`src/dscd_pkg.sv`:
```
// Shared constants and carriers for the serial command decoder.
// Assumes a single 10 MHz system clock domain; the link is sampled.
package dscd_pkg;

  // Widths of the serial frame
  localparam int DSCD_CMD_W = 8;
  localparam int DSCD_DATA_W = 16;
  localparam int DSCD_FRAME_W = 24;
  localparam logic [4:0] DSCD_CMD_BITS = 5'h08;
  localparam logic [4:0] DSCD_FRAME_BITS = 5'h18;

  // Full command bytes
  localparam logic [7:0] DSCD_IDLE_CMD = 8'h00;
  localparam logic [7:0] DSCD_ZERO_RESTORE_CMD = 8'h01;
  localparam logic [7:0] DSCD_APPLY_PRELOAD_CMD = 8'h18;
  localparam logic [7:0] DSCD_HOLD_SEL_CMD = 8'h28;
  localparam logic [7:0] DSCD_SLEEP_CMD = 8'h30;
  localparam logic [7:0] DSCD_BROADCAST_STORE_CMD = 8'h20;

  // Five-bit prefixes of commands that carry a channel field
  localparam logic [4:0] DSCD_WRITE_PFX = 5'h01;
  localparam logic [4:0] DSCD_STORE_AND_APPLY_PFX = 5'h02;
  localparam logic [4:0] DSCD_RESERVED_PFX = 5'h10;
  localparam logic [4:0] DSCD_STAGED_READBACK_PFX = 5'h11;

  // Channel zero positions inside the payload and channel field
  localparam int DSCD_CH0_LO_BIT = 0;
  localparam int DSCD_CH0_HI_BIT = 8;
  localparam logic [2:0] DSCD_CH0_ADDR = 3'h0;

  // Power-up defaults
  localparam logic DSCD_HOLD_SEL_RST = 1'h1;
  localparam logic DSCD_SLEEP_RST = 1'h0;
  localparam logic [15:0] DSCD_ZERO_LEVEL = 16'h0000;
  localparam logic [15:0] DSCD_MID_LEVEL = 16'h8000;

  // Cycles after reset release before the startup strap is trusted
  localparam logic [1:0] DSCD_STRAP_WAIT = 2'h3;

  // One received frame
  typedef struct packed {
    logic [7:0] cmd;
    logic [15:0] payload;
  } dscd_frame_t;

  // Channel zero configuration
  typedef struct packed {
    logic write_block;
    logic pd_hiz;
    logic pd_pull;
  } dscd_cfg_t;

endpackage

```
`src/dscd_top.sv`:
```
// Command decoder for a single-channel 16-bit converter.
// Assumes the link pins and the three control pins are asynchronous
// to i_clk; every control and status bit is a plain port.
`timescale 1ns/1ps

// Overview of operation
// - Only channel zero acts; others ignored
// - Channel address in command bits two..zero
// - Config commands pick channels by payload mask
// - Restore command returns registers to defaults
// - Apply command copies staged into output
// - Hold select: one blocks, default blocks
// - Sleep: upper hiz, lower pulldown, default off
// - Both sleep bits set gives pulldown
// - Write goes by hold select
// - Store-and-apply loads staged and output
// - Broadcast loads staged and output always
// - Write-through updates output at frame end
// - Low apply pin copies staged to output
// - Low zero pin forces strap level
// - Commands still work while asleep
module dscd_top
  import dscd_pkg::*;
#(
  parameter int DATA_W = DSCD_DATA_W
)
(
  // System
  input wire logic i_clk,
  input wire logic i_rst,
  // Serial link
  input wire logic i_sclk,
  input wire logic i_frame_select_n,
  input wire logic i_sdi,
  output logic o_sdo,
  output logic o_sdo_oe,
  // Control pins
  input wire logic i_apply_pin_n,
  input wire logic i_zero_pin_n,
  input wire logic i_startup_level_pin,
  // Converter state
  output logic [DATA_W-1:0] o_output_value,
  output logic [DATA_W-1:0] o_staged_value,
  output logic o_write_block,
  output logic o_hiz_sleep,
  output logic o_pulldown_output_sel
);

  // True when a channel field addresses the one real channel
  function automatic logic is_ch0(input logic [7:0] cmd);
    is_ch0 = cmd[2:0] == DSCD_CH0_ADDR;
  endfunction

  // Five-bit prefix of a command byte
  function automatic logic [4:0] pfx(input logic [7:0] cmd);
    pfx = cmd[7:3];
  endfunction

  // Control pin synchronisers: apply, zero, startup
  localparam int NPIN = 3;
  logic [NPIN-1:0] pin_in;
  logic [NPIN-1:0] pin_meta_r;
  logic [NPIN-1:0] pin_s_r;
  logic apply_n_s, zero_n_s, startup_s;

  assign pin_in = {i_startup_level_pin, i_zero_pin_n, i_apply_pin_n};

  // Each pin passes two flops; the first is read only by the second
  genvar g;
  generate
    for (g = 0; g < NPIN; g++) begin : g_pin_sync
      always_ff @(posedge i_clk or posedge i_rst) begin
        if (i_rst) begin
          pin_meta_r[g] <= 1'b1;
          pin_s_r[g] <= 1'b1;
        end else begin
          pin_meta_r[g] <= pin_in[g];
          pin_s_r[g] <= pin_meta_r[g];
        end
      end
    end
  endgenerate

  assign apply_n_s = pin_s_r[0];
  assign zero_n_s = pin_s_r[1];
  assign startup_s = pin_s_r[2];

  // Receiver outputs
  logic cmd_valid;
  logic [7:0] cmd_early;
  logic frame_valid;
  dscd_frame_t frame;
  logic rd_load;
  logic sdo_w, sdo_oe_w;

  // Converter registers and their next values
  logic [DATA_W-1:0] staged_r, staged_nxt;
  logic [DATA_W-1:0] output_r, output_nxt;
  dscd_cfg_t cfg_r, cfg_nxt;
  logic hiz_r, hiz_nxt;
  logic pull_r, pull_nxt;
  logic [1:0] init_r, init_nxt;
  logic [DATA_W-1:0] def_level;

  // Strap decides the power-up and clear level
  assign def_level = startup_s ? DATA_W'(DSCD_MID_LEVEL) :
                                 DATA_W'(DSCD_ZERO_LEVEL);

  // Readback starts once the command byte is in
  assign rd_load = cmd_valid && is_ch0(cmd_early) &&
                   pfx(cmd_early) == DSCD_STAGED_READBACK_PFX;

  // Frame receiver and readback shifter
  dscd_spi_rx u_rx (
    .i_clk(i_clk),
    .i_rst(i_rst),
    .i_sclk(i_sclk),
    .i_frame_select_n(i_frame_select_n),
    .i_sdi(i_sdi),
    .i_rd_load(rd_load),
    .i_rd_word(staged_r[DATA_W-1 -: DSCD_DATA_W]),
    .o_cmd_valid(cmd_valid),
    .o_cmd(cmd_early),
    .o_frame_valid(frame_valid),
    .o_frame(frame),
    .o_sdo(sdo_w),
    .o_sdo_oe(sdo_oe_w)
  );

  // Command execution and pin overrides
  always_comb begin
    staged_nxt = staged_r;
    output_nxt = output_r;
    cfg_nxt = cfg_r;
    init_nxt = init_r;
    // Strap is trusted only once its synchroniser has settled
    if (init_r != 2'h0) begin
      init_nxt = init_r - 2'h1;
      if (init_r == 2'h1) begin
        staged_nxt = def_level;
        output_nxt = def_level;
      end
    end
    // Frames are decoded whatever the sleep state
    if (frame_valid) begin
      if (frame.cmd == DSCD_ZERO_RESTORE_CMD) begin
        // Payload ignored; everything back to power-up state
        staged_nxt = def_level;
        output_nxt = def_level;
        cfg_nxt.write_block = DSCD_HOLD_SEL_RST;
        cfg_nxt.pd_hiz = DSCD_SLEEP_RST;
        cfg_nxt.pd_pull = DSCD_SLEEP_RST;
      end else if (frame.cmd == DSCD_APPLY_PRELOAD_CMD) begin
        // Mask bit zero selects the real channel
        if (frame.payload[DSCD_CH0_LO_BIT]) begin
          output_nxt = staged_r;
        end
      end else if (frame.cmd == DSCD_HOLD_SEL_CMD) begin
        // Other mask bits have no channel behind them
        cfg_nxt.write_block = frame.payload[DSCD_CH0_LO_BIT];
      end else if (frame.cmd == DSCD_SLEEP_CMD) begin
        cfg_nxt.pd_hiz = frame.payload[DSCD_CH0_HI_BIT];
        cfg_nxt.pd_pull = frame.payload[DSCD_CH0_LO_BIT];
      end else if (frame.cmd == DSCD_BROADCAST_STORE_CMD) begin
        staged_nxt = frame.payload;
        output_nxt = frame.payload;
      end else if (is_ch0(frame.cmd)) begin
        if (pfx(frame.cmd) == DSCD_WRITE_PFX) begin
          // Hold select picks the destination
          staged_nxt = frame.payload;
          if (!cfg_r.write_block) begin
            output_nxt = frame.payload;
          end
        end else if (pfx(frame.cmd) == DSCD_STORE_AND_APPLY_PFX) begin
          staged_nxt = frame.payload;
          output_nxt = frame.payload;
        end
      end
      // Idle, reserved, readback and other channels fall through
      // with no register change
    end
    // Level-sensitive apply pin, after any write of this cycle
    if (!apply_n_s) begin
      output_nxt = staged_nxt;
    end
    // Clear pin wins over every other source of the output
    if (!zero_n_s) begin
      output_nxt = def_level;
    end
    // Both sleep bits mean pulldown, never floating
    pull_nxt = cfg_nxt.pd_pull;
    hiz_nxt = cfg_nxt.pd_hiz && !cfg_nxt.pd_pull;
  end

  // Register converter state
  always_ff @(posedge i_clk or posedge i_rst) begin
    if (i_rst) begin
      staged_r <= '0;
      output_r <= '0;
      cfg_r <= '{write_block: DSCD_HOLD_SEL_RST,
                 pd_hiz: DSCD_SLEEP_RST,
                 pd_pull: DSCD_SLEEP_RST};
      hiz_r <= DSCD_SLEEP_RST;
      pull_r <= DSCD_SLEEP_RST;
      init_r <= DSCD_STRAP_WAIT;
    end else begin
      staged_r <= staged_nxt;
      output_r <= output_nxt;
      cfg_r <= cfg_nxt;
      hiz_r <= hiz_nxt;
      pull_r <= pull_nxt;
      init_r <= init_nxt;
    end
  end

  // Outputs straight from flops
  assign o_output_value = output_r;
  assign o_staged_value = staged_r;
  assign o_write_block = cfg_r.write_block;
  assign o_hiz_sleep = hiz_r;
  assign o_pulldown_output_sel = pull_r;
  assign o_sdo = sdo_w;
  assign o_sdo_oe = sdo_oe_w;

  // Pins idle and strap settled: only frames move the data
  logic quiet;
  assign quiet = apply_n_s && zero_n_s && init_r == 2'h0;

  // Plain write to channel zero with the pins idle
  logic wr_ch0;
  assign wr_ch0 = frame_valid && quiet && is_ch0(frame.cmd) &&
                  pfx(frame.cmd) == DSCD_WRITE_PFX;
endmodule

```
`src/dscd_spi_rx.sv`:
```
// Serial frame receiver: samples the link pins on the system clock,
// assembles 24-bit frames and shifts readback data out.
// Assumes the link clock is at least four system clocks per half period.
`timescale 1ns/1ps

module dscd_spi_rx
  import dscd_pkg::*;
(
  // System
  input wire logic i_clk,
  input wire logic i_rst,
  // Link pins, asynchronous to i_clk
  input wire logic i_sclk,
  input wire logic i_frame_select_n,
  input wire logic i_sdi,
  // Readback word, loaded by a one-cycle pulse
  input wire logic i_rd_load,
  input wire logic [15:0] i_rd_word,
  // Decoded results
  output logic o_cmd_valid,
  output logic [7:0] o_cmd,
  output logic o_frame_valid,
  output dscd_frame_t o_frame,
  output logic o_sdo,
  output logic o_sdo_oe
);

  // Idle pin levels {sdi, select, link clock}: the link clock rests low,
  // so a reset value of one would fake a falling edge on release
  localparam logic [2:0] PIN_IDLE = 3'h2;

  // Two-flop synchronisers plus one history stage per pin
  logic [2:0] meta_r, sync_r, hist_r;
  logic sclk_rise, sclk_fall, cs_rise, cs_fall, cs_low;

  // Frame state
  logic [4:0] cnt_r, cnt_nxt;
  logic [23:0] sh_r, sh_nxt;
  logic [15:0] rd_r, rd_nxt;
  logic rd_act_r, rd_act_nxt;
  logic sdo_r, sdo_nxt;
  logic cmdv_r, cmdv_nxt, frv_r, frv_nxt;

  // Synchronise; only sync_r reads meta_r
  always_ff @(posedge i_clk or posedge i_rst) begin
    if (i_rst) begin
      meta_r <= PIN_IDLE;
      sync_r <= PIN_IDLE;
      hist_r <= PIN_IDLE;
    end else begin
      meta_r <= {i_sdi, i_frame_select_n, i_sclk};
      sync_r <= meta_r;
      hist_r <= sync_r;
    end
  end

  // Edges of the sampled link clock and select
  assign sclk_rise = sync_r[0] && !hist_r[0];
  assign sclk_fall = !sync_r[0] && hist_r[0];
  assign cs_rise = sync_r[1] && !hist_r[1];
  assign cs_fall = !sync_r[1] && hist_r[1];
  assign cs_low = !sync_r[1];

  // Next state of the frame shifter
  always_comb begin
    cnt_nxt = cnt_r;
    sh_nxt = sh_r;
    rd_nxt = rd_r;
    rd_act_nxt = rd_act_r;
    sdo_nxt = sdo_r;
    cmdv_nxt = 1'b0;
    frv_nxt = 1'b0;
    if (cs_fall) begin
      // New frame: bit count restarts, readback ends
      cnt_nxt = '0;
      rd_act_nxt = 1'b0;
    end else if (cs_low && sclk_rise) begin
      // Data taken on the rising link edge; long frames keep last 24
      sh_nxt = {sh_r[22:0], sync_r[2]};
      if (cnt_r != DSCD_FRAME_BITS) begin
        cnt_nxt = cnt_r + 5'h01;
      end
      cmdv_nxt = (cnt_r + 5'h01) == DSCD_CMD_BITS;
    end
    if (i_rd_load) begin
      rd_nxt = i_rd_word;
      rd_act_nxt = 1'b1;
    end else if (rd_act_r && cs_low && sclk_fall) begin
      // Present the next bit, most significant first
      sdo_nxt = rd_r[15];
      rd_nxt = {rd_r[14:0], 1'b0};
    end
    if (cs_rise) begin
      // Short frames are dropped, full ones are executed
      frv_nxt = cnt_r == DSCD_FRAME_BITS;
      rd_act_nxt = 1'b0;
    end
  end

  // Register the frame state
  always_ff @(posedge i_clk or posedge i_rst) begin
    if (i_rst) begin
      cnt_r <= '0;
      sh_r <= '0;
      rd_r <= '0;
      rd_act_r <= 1'b0;
      sdo_r <= 1'b0;
      cmdv_r <= 1'b0;
      frv_r <= 1'b0;
    end else begin
      cnt_r <= cnt_nxt;
      sh_r <= sh_nxt;
      rd_r <= rd_nxt;
      rd_act_r <= rd_act_nxt;
      sdo_r <= sdo_nxt;
      cmdv_r <= cmdv_nxt;
      frv_r <= frv_nxt;
    end
  end

  assign o_cmd_valid = cmdv_r;
  assign o_cmd = sh_r[7:0];
  assign o_frame_valid = frv_r;
  assign o_frame = sh_r;
  assign o_sdo = sdo_r;
  assign o_sdo_oe = rd_act_r;
endmodule

```
`config.mk`:
```
export PLATFORM = sky130hd
export DESIGN_NAME = dscd_top
export DESIGN_NICKNAME = d
export VERILOG_FILES = /design/src/dscd_pkg.sv /design/src/dscd_top.sv /design/src/dscd_spi_rx.sv
export SDC_FILE = /design/constraint.sdc
export NUM_CORES = 1
export LEC_CHECK = 0
export BUFFER_PORTS_ARGS = -buffer_cell sky130_fd_sc_hd__buf_2
export CELL_PAD_IN_SITES_DETAIL_PLACEMENT = 0
export CELL_PAD_IN_SITES_GLOBAL_PLACEMENT = 1
export CORE_ASPECT_RATIO = 0.9
export CORE_MARGIN = 2
export CORE_UTILIZATION = 45
export DETAILED_ROUTE_END_ITERATION = 7
export PLACE_DENSITY_LB_ADDON = 0.05
export SYNTH_ARGS = -nofsm -noshare
export SYNTH_HDL_FRONTEND = slang
export SYNTH_SLANG_ARGS = --single-unit
```
`constraint.sdc`:
```
create_clock -name i_clk -period 4.55 [get_ports i_clk]
set_clock_uncertainty 0.2 [all_clocks]
set_input_delay 0.6825 -clock i_clk [delete_from_list [all_inputs] [get_ports i_clk]]
set_output_delay 0.6825 -clock i_clk [all_outputs]
set_load 0.05 [all_outputs]
```
# Word-level counts from Yosys, hierarchy flattened
# Cells that the tools add are included.
dict set report op_classes {
  add_sub_neg 2
  reduce_logical 27
  n_eq_ne 13
  bitwise_logic 2
  n_mux 44
}
# cell count
set ops {}
lappend ops {{$mux 16} 29}
lappend ops {{$eq 8x6->1 const B} 3}
lappend ops {{$mux 5} 3}
lappend ops {{$eq 5x5->1 const B} 2}
lappend ops {{$logic_and 1x1->1} 10}
lappend ops {{$reduce_bool 2->1} 5}
lappend ops {{$eq 8x1->1 const B} 1}
lappend ops {{$eq 8x5->1 const B} 1}
lappend ops {{$mux 1} 7}
lappend ops {{$logic_not 3->1} 2}
lappend ops {{$mux 2} 3}
lappend ops {{$mux 3} 2}
lappend ops {{$reduce_and 2->1} 3}
lappend ops {{$add 5x1->5 const B} 1}
lappend ops {{$eq 5x1->1 const B} 1}
lappend ops {{$eq 5x2->1 const B} 1}
lappend ops {{$eq 5x4->1 const B} 1}
lappend ops {{$logic_not 1->1} 5}
lappend ops {{$ne 5x5->1 const B} 1}
lappend ops {{$reduce_and 3->1} 1}
lappend ops {{$reduce_bool 3->1} 1}
lappend ops {{$eq 2x1->1 const B} 1}
lappend ops {{$ne 2x2->1 const B} 1}
lappend ops {{$not 1->1} 2}
lappend ops {{$sub 2x1->2 const B} 1}
dict set report word_totals {
  in_bits 8
  out_inout_bits 37
  reg_bits 101
}

# Logic depth before layout (Yosys ltp)
# Gate-level depths: netlist (run 1).
dict set report depth {
  ltp_word 14
  depth_mapped 9
}

# Modules after synthesis
# Synthesis (run 1) repeated with hierarchy kept, for this count alone.
dict set report hier_totals {
  hier_cells 540
  hier_area_um2 5377.7
}
# mod instances area_each_um2 cells_each
set modules_own_cells {}
lappend modules_own_cells {dscd_top 1 2940.3 351}
lappend modules_own_cells {dscd_spi_rx 1 2437.3 189}

# Worst setup path before layout (run 1)
# Ideal clock, no wire load.
dict set report synth_path {
  path_kind {register -> register}
  startpoint {register init_r[1]}
  endpoint {register output_r[6] (netlist: o_output_value[6])}
  path_stages_with_launch 9
  arrival_time_ns 1.933
  n_path_buf 2
  setup_time_ns 0.125
  setup_slack_ns 2.292
  synth_period_minus_slack_ns 2.258
  path_cell_list {dfstp_2 -> inv_1 -> ha_1 -> nor2b_1 -> clkbuf_1 -> nor2_1 -> clkbuf_1 -> a221oi_1 -> a2111oi_0}
}
dict set report synth_between {
  elab_chain_len 14
}
# item line_no
set synth_lines {}
lappend synth_lines {{start, declared} dscd_top.sv:102} ;# logic [1:0] init_r, init_nxt;
lappend synth_lines {{start signal, assigned} dscd_top.sv:212} ;# init_r <= init_nxt;
lappend synth_lines {{$eq 2x1->1} dscd_top.sv:139} ;# if (init_r == 2'h1) begin
lappend synth_lines {{$mux 16} dscd_top.sv:139}
lappend synth_lines {{$mux 16} dscd_top.sv:137} ;# if (init_r != 2'h0) begin
lappend synth_lines {{$mux 16, on equally long branches} {dscd_top.sv:174, dscd_top.sv:171}}
lappend synth_lines {{$mux 16} dscd_top.sv:168} ;# if (pfx(frame.cmd) == DSCD_WRITE_PFX) begin
lappend synth_lines {{$mux 16} dscd_top.sv:167} ;# end else if (is_ch0(frame.cmd)) begin
lappend synth_lines {{$mux 16} dscd_top.sv:164} ;# end else if (frame.cmd == DSCD_BROADCAST_STORE_CMD) begin
lappend synth_lines {{$mux 16} dscd_top.sv:161} ;# end else if (frame.cmd == DSCD_SLEEP_CMD) begin
lappend synth_lines {{$mux 16} dscd_top.sv:158} ;# end else if (frame.cmd == DSCD_HOLD_SEL_CMD) begin
lappend synth_lines {{$mux 16} dscd_top.sv:153} ;# end else if (frame.cmd == DSCD_APPLY_PRELOAD_CMD) begin
lappend synth_lines {{$mux 16} dscd_top.sv:146} ;# if (frame.cmd == DSCD_ZERO_RESTORE_CMD) begin
lappend synth_lines {{$mux 16} dscd_top.sv:145} ;# if (frame_valid) begin
lappend synth_lines {{$mux 16 (*)} dscd_top.sv:183} ;# if (!apply_n_s) begin
lappend synth_lines {{$mux 16 (*)} dscd_top.sv:187} ;# if (!zero_n_s) begin
lappend synth_lines {{net output_nxt[6]} dscd_top.sv:98} ;# logic [DATA_W-1:0] output_r, output_nxt;
lappend synth_lines {{end signal, assigned} dscd_top.sv:208} ;# output_r <= output_nxt;
lappend synth_lines {{end, declared} dscd_top.sv:98}
# Mark *: on every way through the listed nets, which the timed path passes. The rest lies on a longest branch.
# A chain may end at the register's enable or synchronous reset.

# Worst setup path after layout (run 1)
dict set report layout_path {
  startpoint {register u_rx.sh_r[21] (netlist: u_rx.o_frame[21])}
  endpoint {register output_r[3] (netlist: o_output_value[3])}
}
dict set report layout_between {
  elab_chain_len 12
}
# item line_no
set layout_lines {}
lappend layout_lines {{start, declared} dscd_spi_rx.sv:38} ;# logic [23:0] sh_r, sh_nxt;
lappend layout_lines {{start signal, assigned} dscd_spi_rx.sv:112} ;# sh_r <= sh_nxt;
lappend layout_lines {{$eq 5x2->1} dscd_top.sv:174} ;# end else if (pfx(frame.cmd) == DSCD_STORE_AND_APPLY_PFX) begin
lappend layout_lines {{$mux 16} dscd_top.sv:174}
lappend layout_lines {{$mux 16} dscd_top.sv:168}
lappend layout_lines {{$mux 16} dscd_top.sv:167}
lappend layout_lines {{$mux 16} dscd_top.sv:164}
lappend layout_lines {{$mux 16} dscd_top.sv:161}
lappend layout_lines {{$mux 16} dscd_top.sv:158}
lappend layout_lines {{$mux 16} dscd_top.sv:153}
lappend layout_lines {{$mux 16} dscd_top.sv:146}
lappend layout_lines {{$mux 16} dscd_top.sv:145}
lappend layout_lines {{$mux 16 (*)} dscd_top.sv:183}
lappend layout_lines {{$mux 16 (*)} dscd_top.sv:187}
lappend layout_lines {{net output_nxt[3]} dscd_top.sv:98}
# Marked as above.

==> results of run 1 <==
-- path summary, 6_finish.rpt --
kind,slack [ns],to,from,cells past startpoint
worst max-delay path,1.35,o_output_value[3],u_rx.o_frame[21],5
worst min-delay path,0.15,u_rx.sync_r[2],u_rx.meta_r[2],0
worst max register to register,1.35,o_output_value[3],u_rx.o_frame[21],5
worst min register to register,0.15,u_rx.sync_r[2],u_rx.meta_r[2],0
max in group asynchronous,2.79,u_rx.hist_r[0],i_rst,4
min in group asynchronous,0.56,u_rx.o_frame[23],i_rst,3
-- cells in the mapped netlist, types with 12 or more instances --
| cell | number | share of area |
|---|---|---|
| mux2_2 | 25 | 0.055 |
| nand2_1 | 36 | 0.027 |
| a221oi_1 | 14 | 0.024 |
| mux2i_1 | 17 | 0.033 |
| inv_1 | 13 | 0.0096 |
| dfstp_2 | 12 | 0.062 |
| o21ai_0 | 19 | 0.019 |
| dfrtp_1 | 89 | 0.44 |
| nand3_1 | 12 | 0.012 |
| nor2_1 | 20 | 0.015 |
| clkbuf_1 | 14 | 0.010 |
| a21oi_1 | 34 | 0.033 |
| o211ai_1 | 16 | 0.024 |
-- routing by layer --
metal	up-vias	track usage	wire [µm]
met2	148	0.318	5820
met1	1943	0.344	6090
met4	0	0.0629	209
met5	-	0	0
li1	1806	-	-
met3	15	0.0551	890
-- critical path: stages (launching register included) --
cell,delay [ns]
dfrtp_1,0.53
xnor2_1,0.45
o22ai_2,0.18
a21oi_1,1.01
a221oi_1,0.18
a2111oi_0,0.50
-- power by group through the flow --
stage / clock [µW] / sequential, µW / combinational (µW)
after CTS: 818 / 972 / 136
final: 793 / 973 / 134
after global routing: 860 / 978 / 148
after detailed placement: 0 / 989 / 135
after floorplan: 0 / 990 / 92.4
after global placement: 0 / 989 / 134
-- cell usage in the layout, fill, tap and decap left out, types with 3 or more instances in the layout --
cell,instances
xnor2_1,3
nand3b_1,3
a22o_1,9
nor2b_1,3
nor2_1,20
and2_1,3
o21ai_0,19
dfstp_2,12
o211ai_1,16
buf_4,7
a31oi_1,8
buf_2,44
a221oi_1,14
a221o_2,3
clkinv_4,3
nand3_1,12
inv_1,12
a21oi_1,34
o2111a_1,9
nor3_1,3
nor3b_1,4
ha_1,5
mux2i_1,17
dfrtp_1,89
nand2_1,36
and3_1,6
a221o_1,9
mux2_2,25
clkbuf_16,9
-- metrics by stage --
stage	cells	util	hold WS (ns)	setup WS (ns)	power, µW
6_report	644	0.517	0.150	1.35	1900
2_1_floorplan	457	-	0.131	1.04	1080
4_1_cts	644	0.517	0.154	1.46	1930
3_3_place_gp	627	0.487	0.134	1.62	1120
5_1_grt	644	0.517	0.161	1.17	1990
3_5_place_dp	627	0.487	0.136	1.52	1120
-- logic make-up after synthesis --
| kind of cell | count (synthesis) | synth area share |
|---|---|---|
| adder cells (fa/ha/maj) | 5 | 0.0123 |
| buffers and inverters | 47 | 0.0574 |
| AND/OR/NAND/NOR | 110 | 0.114 |
| flip-flops | 101 | 0.499 |
| XOR/XNOR | 5 | 0.00859 |
| multiplexers | 42 | 0.0886 |
| AO/OA/AOI/OAI | 147 | 0.220 |
-- state kept, by name, summed over array words and instances, names as in the netlist, 2 cells and up --
register / cells
init_r: 2
o_output_value: 16
o_staged_value: 16
pin_meta_r: 3
u_rx.cnt_r: 5
u_rx.hist_r: 2
u_rx.meta_r: 3
u_rx.o_frame: 24
u_rx.rd_r: 16
u_rx.sync_r: 3
-- layout make-up --
class                   count  area share
flip-flops and latches    101       0.449
well taps                 152      0.0336
repair buffers             52      0.0500
multi-input cells         309       0.402
inverters                  14     0.00973
clock buffers              10      0.0405
clock inverters             6      0.0148
-- what timing repair did --
item / in CTS / in global routing
hold endpoints to repair: 4 / 0
resized for setup: 0 / 0
hold buffers: 1 / 0
==> results.cfg, run 1 <==
[logic_synthesis]
synth_ff_type = dfrtp_1
synth_area_per_cell_um2 = 11.2
synth-warning-count = 0
synth.cell_area_mm2 = 0.00510
synth_edf_count = 0
synth_nets = 470
async_reset_ff_frac = 1.00
synth-seq-cells = 101
syn_inst = 457
synth_seq_area_share = 0.499
yosysUniqueCellTypes = 69

[placement]
port-buffer-count = 44
place.gp.congestion = 0.834
place_area_mm2 = 0.00534
dp_hpwl_um = 8810

[clock_tree]
cts_sinks = 101
numCtsBuffers = 9
htree_levels = 3
clockBufferDepth = 2
cts_setup_buffers = 0
clk-insertion-delay-late_ns = 0.35
clk_pin_slew_ns = 0.08
cts_root_buf = clkbuf_16
cts_tree = yes

[power]
power_leakage_uw = 0.00259
p_sw_uw = 484
ir_drop_mv = 0.269
p_per_area_mw_per_mm2 = 336
clkPwrFrac = 0.417
seq_power_share = 0.512
intPower_uw = 1420
combPwrFrac = 0.071
switching_share = 0.255

[routing]
drt-initial-drc-count = 343
wire_per_inst_um = 20.2
drcViolationCount = 0
finalWirelength_um = 13000
vias_per_cell = 6.07
vias = 3912
drt_first_pass_iters = 6
ant_nets = 0

[hold_path]
hp-class = reg2reg

[die]
core_area_mm2 = 0.0109
die_h_um = 105
rows = 36
initial_utilization = 0.466
fp.dieW_um = 116
ioPinCount = 45
dieArea_mm2 = 0.0122

[final_layout]
regArea_mm2 = 0.00254
syn_to_final_growth_pct = 11.0
fin_nets = 500
design_area_mm2 = 0.00566
n_fill_cell = 999
drive_gt1_frac = 0.252
antenna_cells = 0
multi_input_area_mm2 = 0.00227

[sta]
fin_crit_ns = 3.20
finalSetupTns_ns = 0
finalSetupViolCount = 0
grt_setup_unrepaired = false
final-hold-violation-count = 0
fin_crit_sh = 0.703
drv_slew = 0
fmax_mhz = 313
relSlewSlack = 0.161
worstMarginPinSlew_ns = 1.26

[global_routing]
grt_pass1_wl_um = 21100
gr-total-overflow = 0
antenna_found_initial = 0
grt_max_degree = 50
track_usage = 0.226
grt_pass1_vias = 3720

[critical_path]
start_kind = register
criticalPathCategory = reg2reg
cp-end-kind = register
crit_fanout = 14
worstPathArrival_ns = 3.21
required_ns = 4.56

[run]
max_cap_viol_count = 0

[run_status]
run_status = completed
Note: power is estimated with default switching activity, not from simulation.
==> run 2: changes to the inputs <==
==> constraint.sdc (replaced) <==
create_clock -name i_clk -period 3.03 [get_ports i_clk]
set_clock_uncertainty 0.2 [all_clocks]
set_input_delay 0.4545 -clock i_clk [delete_from_list [all_inputs] [get_ports i_clk]]
set_output_delay 0.4545 -clock i_clk [all_outputs]
set_load 0.05 [all_outputs]
==> results.cfg, run 2 (synthesis gave the netlist of run 1 again) <==
[sta]
final-hold-violation-count = 0
finalSetupViolCount = 0
drv_slew = 0
relSlewSlack = 0.229
final.setup.worst_slack_ns = 0.157
grt_setup_unrepaired = false
fmax_mhz = 348
fin_crit_ns = 2.87
fin_crit_sh = 0.948
worstMarginPinSlew_ns = 1.15
finalSetupTns_ns = 0

[critical_path]
slowest_stage = nor2_1
reg2regPathDepth = 6
start_kind = register
critPathBufInv = 1
worst_path_dominant_cell_family = simple AND/OR/NAND/NOR gates
cp_num_cells = 6
cp-end-kind = register
slowest_delay_ns = 0.89
crit_fanout = 14
worstPathCellList = inv_1 > ha_1 > nor2b_1 > nor2_1 > a221oi_1 > a2111oi_0
required_ns = 3.04
criticalPathCategory = reg2reg
worstPathArrival_ns = 2.88

[final_layout]
largest_reg_flops = 24
final_cell_mix = dfrtp_1 (89), buf_2 (44), nand2_1 (36), a21oi_1 (34), mux2_2 (25)
fin_nets = 518
syn_to_final_growth_pct = 13.4
drive_gt1_frac = 0.263
final_cells = 662
mostFrequentLayoutCell = dfrtp_1
n_fill_cell = 1014
antenna_cells = 0

[clock_tree]
cts_tree = yes
clk_pin_slew_ns = 0.07
clk-insertion-delay-late_ns = 0.35
htree_levels = 3
clockBufferDepth = 2
cts_sinks = 101
cts_setup_buffers = 0
numCtsBuffers = 9
cts_root_buf = clkbuf_16

[die]
die_h_um = 105
ioPinCount = 45
rows = 36
core_area_mm2 = 0.0109
initial_utilization = 0.466
dieArea_mm2 = 0.0122
fp.dieW_um = 116

[power]
power_uw = 2740
power_leakage_uw = 0.00265
ir_drop_mv = 0.516
p_per_area_mw_per_mm2 = 474

[placement]
dp_hpwl_um = 9180
place.gp.congestion = 0.814
place_inst = 639
dp_slack_ns = 0.0978
port-buffer-count = 44

[global_routing]
track_usage = 0.232
antenna_found_initial = 0
grt_max_degree = 57
gr-total-overflow = 0
grt_pass1_vias = 3823
grt_pass1_wl_um = 21500

[run_status]
run_status = completed

[hold_path]
hp-class = reg2reg
holdPathStages = 0

[routing]
drcViolationCount = 0
wire_per_inst_um = 19.9
vias = 3984
drt_first_pass_iters = 5
finalWirelength_um = 13200
ant_nets = 0
vias_per_cell = 6.02
drt-initial-drc-count = 303

[run]
max_cap_viol_count = 0
==> run 2: cell types whose count changed in the layout (fill, tap and decap cells not counted), sizes merged <==
| cell | before | now |
|---|---|---|
| clkbuf | 10 | 13 |
| bufinv | 1 | 0 |
| inv | 14 | 13 |
| buf | 51 | 63 |
| clkinvlp | 0 | 2 |
| clkinv | 5 | 2 |
| dlygate4sd3 | 1 | 7 |
==> run 2: layout make-up <==
type                            instances  area, µm²  share of cell area
Clock inverter                          3       21.3             0.00368
Timing Repair Buffer                   70        445              0.0771
Tap cell                              152        190              0.0329
Clock buffer                           13        250              0.0433
Multi-Input combinational cell        309       2270               0.394
Inverter                               14       56.3             0.00974
Sequential cell                       101       2540               0.440
==> run 2: layer usage <==
metal / global-route usage / up-vias / share of wire
met2: 0.337 / 131 / 0.44
li1: - / 1835 / -
met5: 0 / - / 0
met4: 0.0544 / 0 / 0.011
met3: 0.0522 / 16 / 0.056
met1: 0.351 / 2002 / 0.49
==> run 2: power breakdown <==
group | total, µW | leakage [µW] | internal [µW] | switching (µW)
clock | 1070 | 0.000130 | 582 | 488
combinational | 195 | 0.00118 | 78.0 | 117
sequential | 1480 | 0.00134 | 1400 | 79.1
==> run 2: what timing repair did <==
item                      in CTS  in global routing
hold buffers                   7                  0
hold endpoints to repair      10                  0
resized for setup              0                  0
==> run 2: per-stage QoR <==
step	hold WS, ns	util	instance area, µm²
after floorplan	0.131	-	5100
after global placement	0.131	0.497	5440
after detailed placement	0.136	0.497	5440
after CTS	0.151	0.528	5780
after global routing	0.158	0.528	5780
final	0.148	0.528	5780
==> run 2: worst paths after layout <==
kind / slack [ns] / to / start
setup / recovery: 0.16 / o_output_value[3] / init_r[1]
hold / removal: 0.15 / u_rx.sync_r[2] / u_rx.meta_r[2]
setup reg to reg: 0.16 / o_output_value[3] / init_r[1]
hold reg to reg: 0.15 / u_rx.sync_r[2] / u_rx.meta_r[2]
max in group asynchronous: 1.52 / u_rx.rd_r[7] / i_rst
min in group asynchronous: 0.38 / cfg_r[1] / i_rst
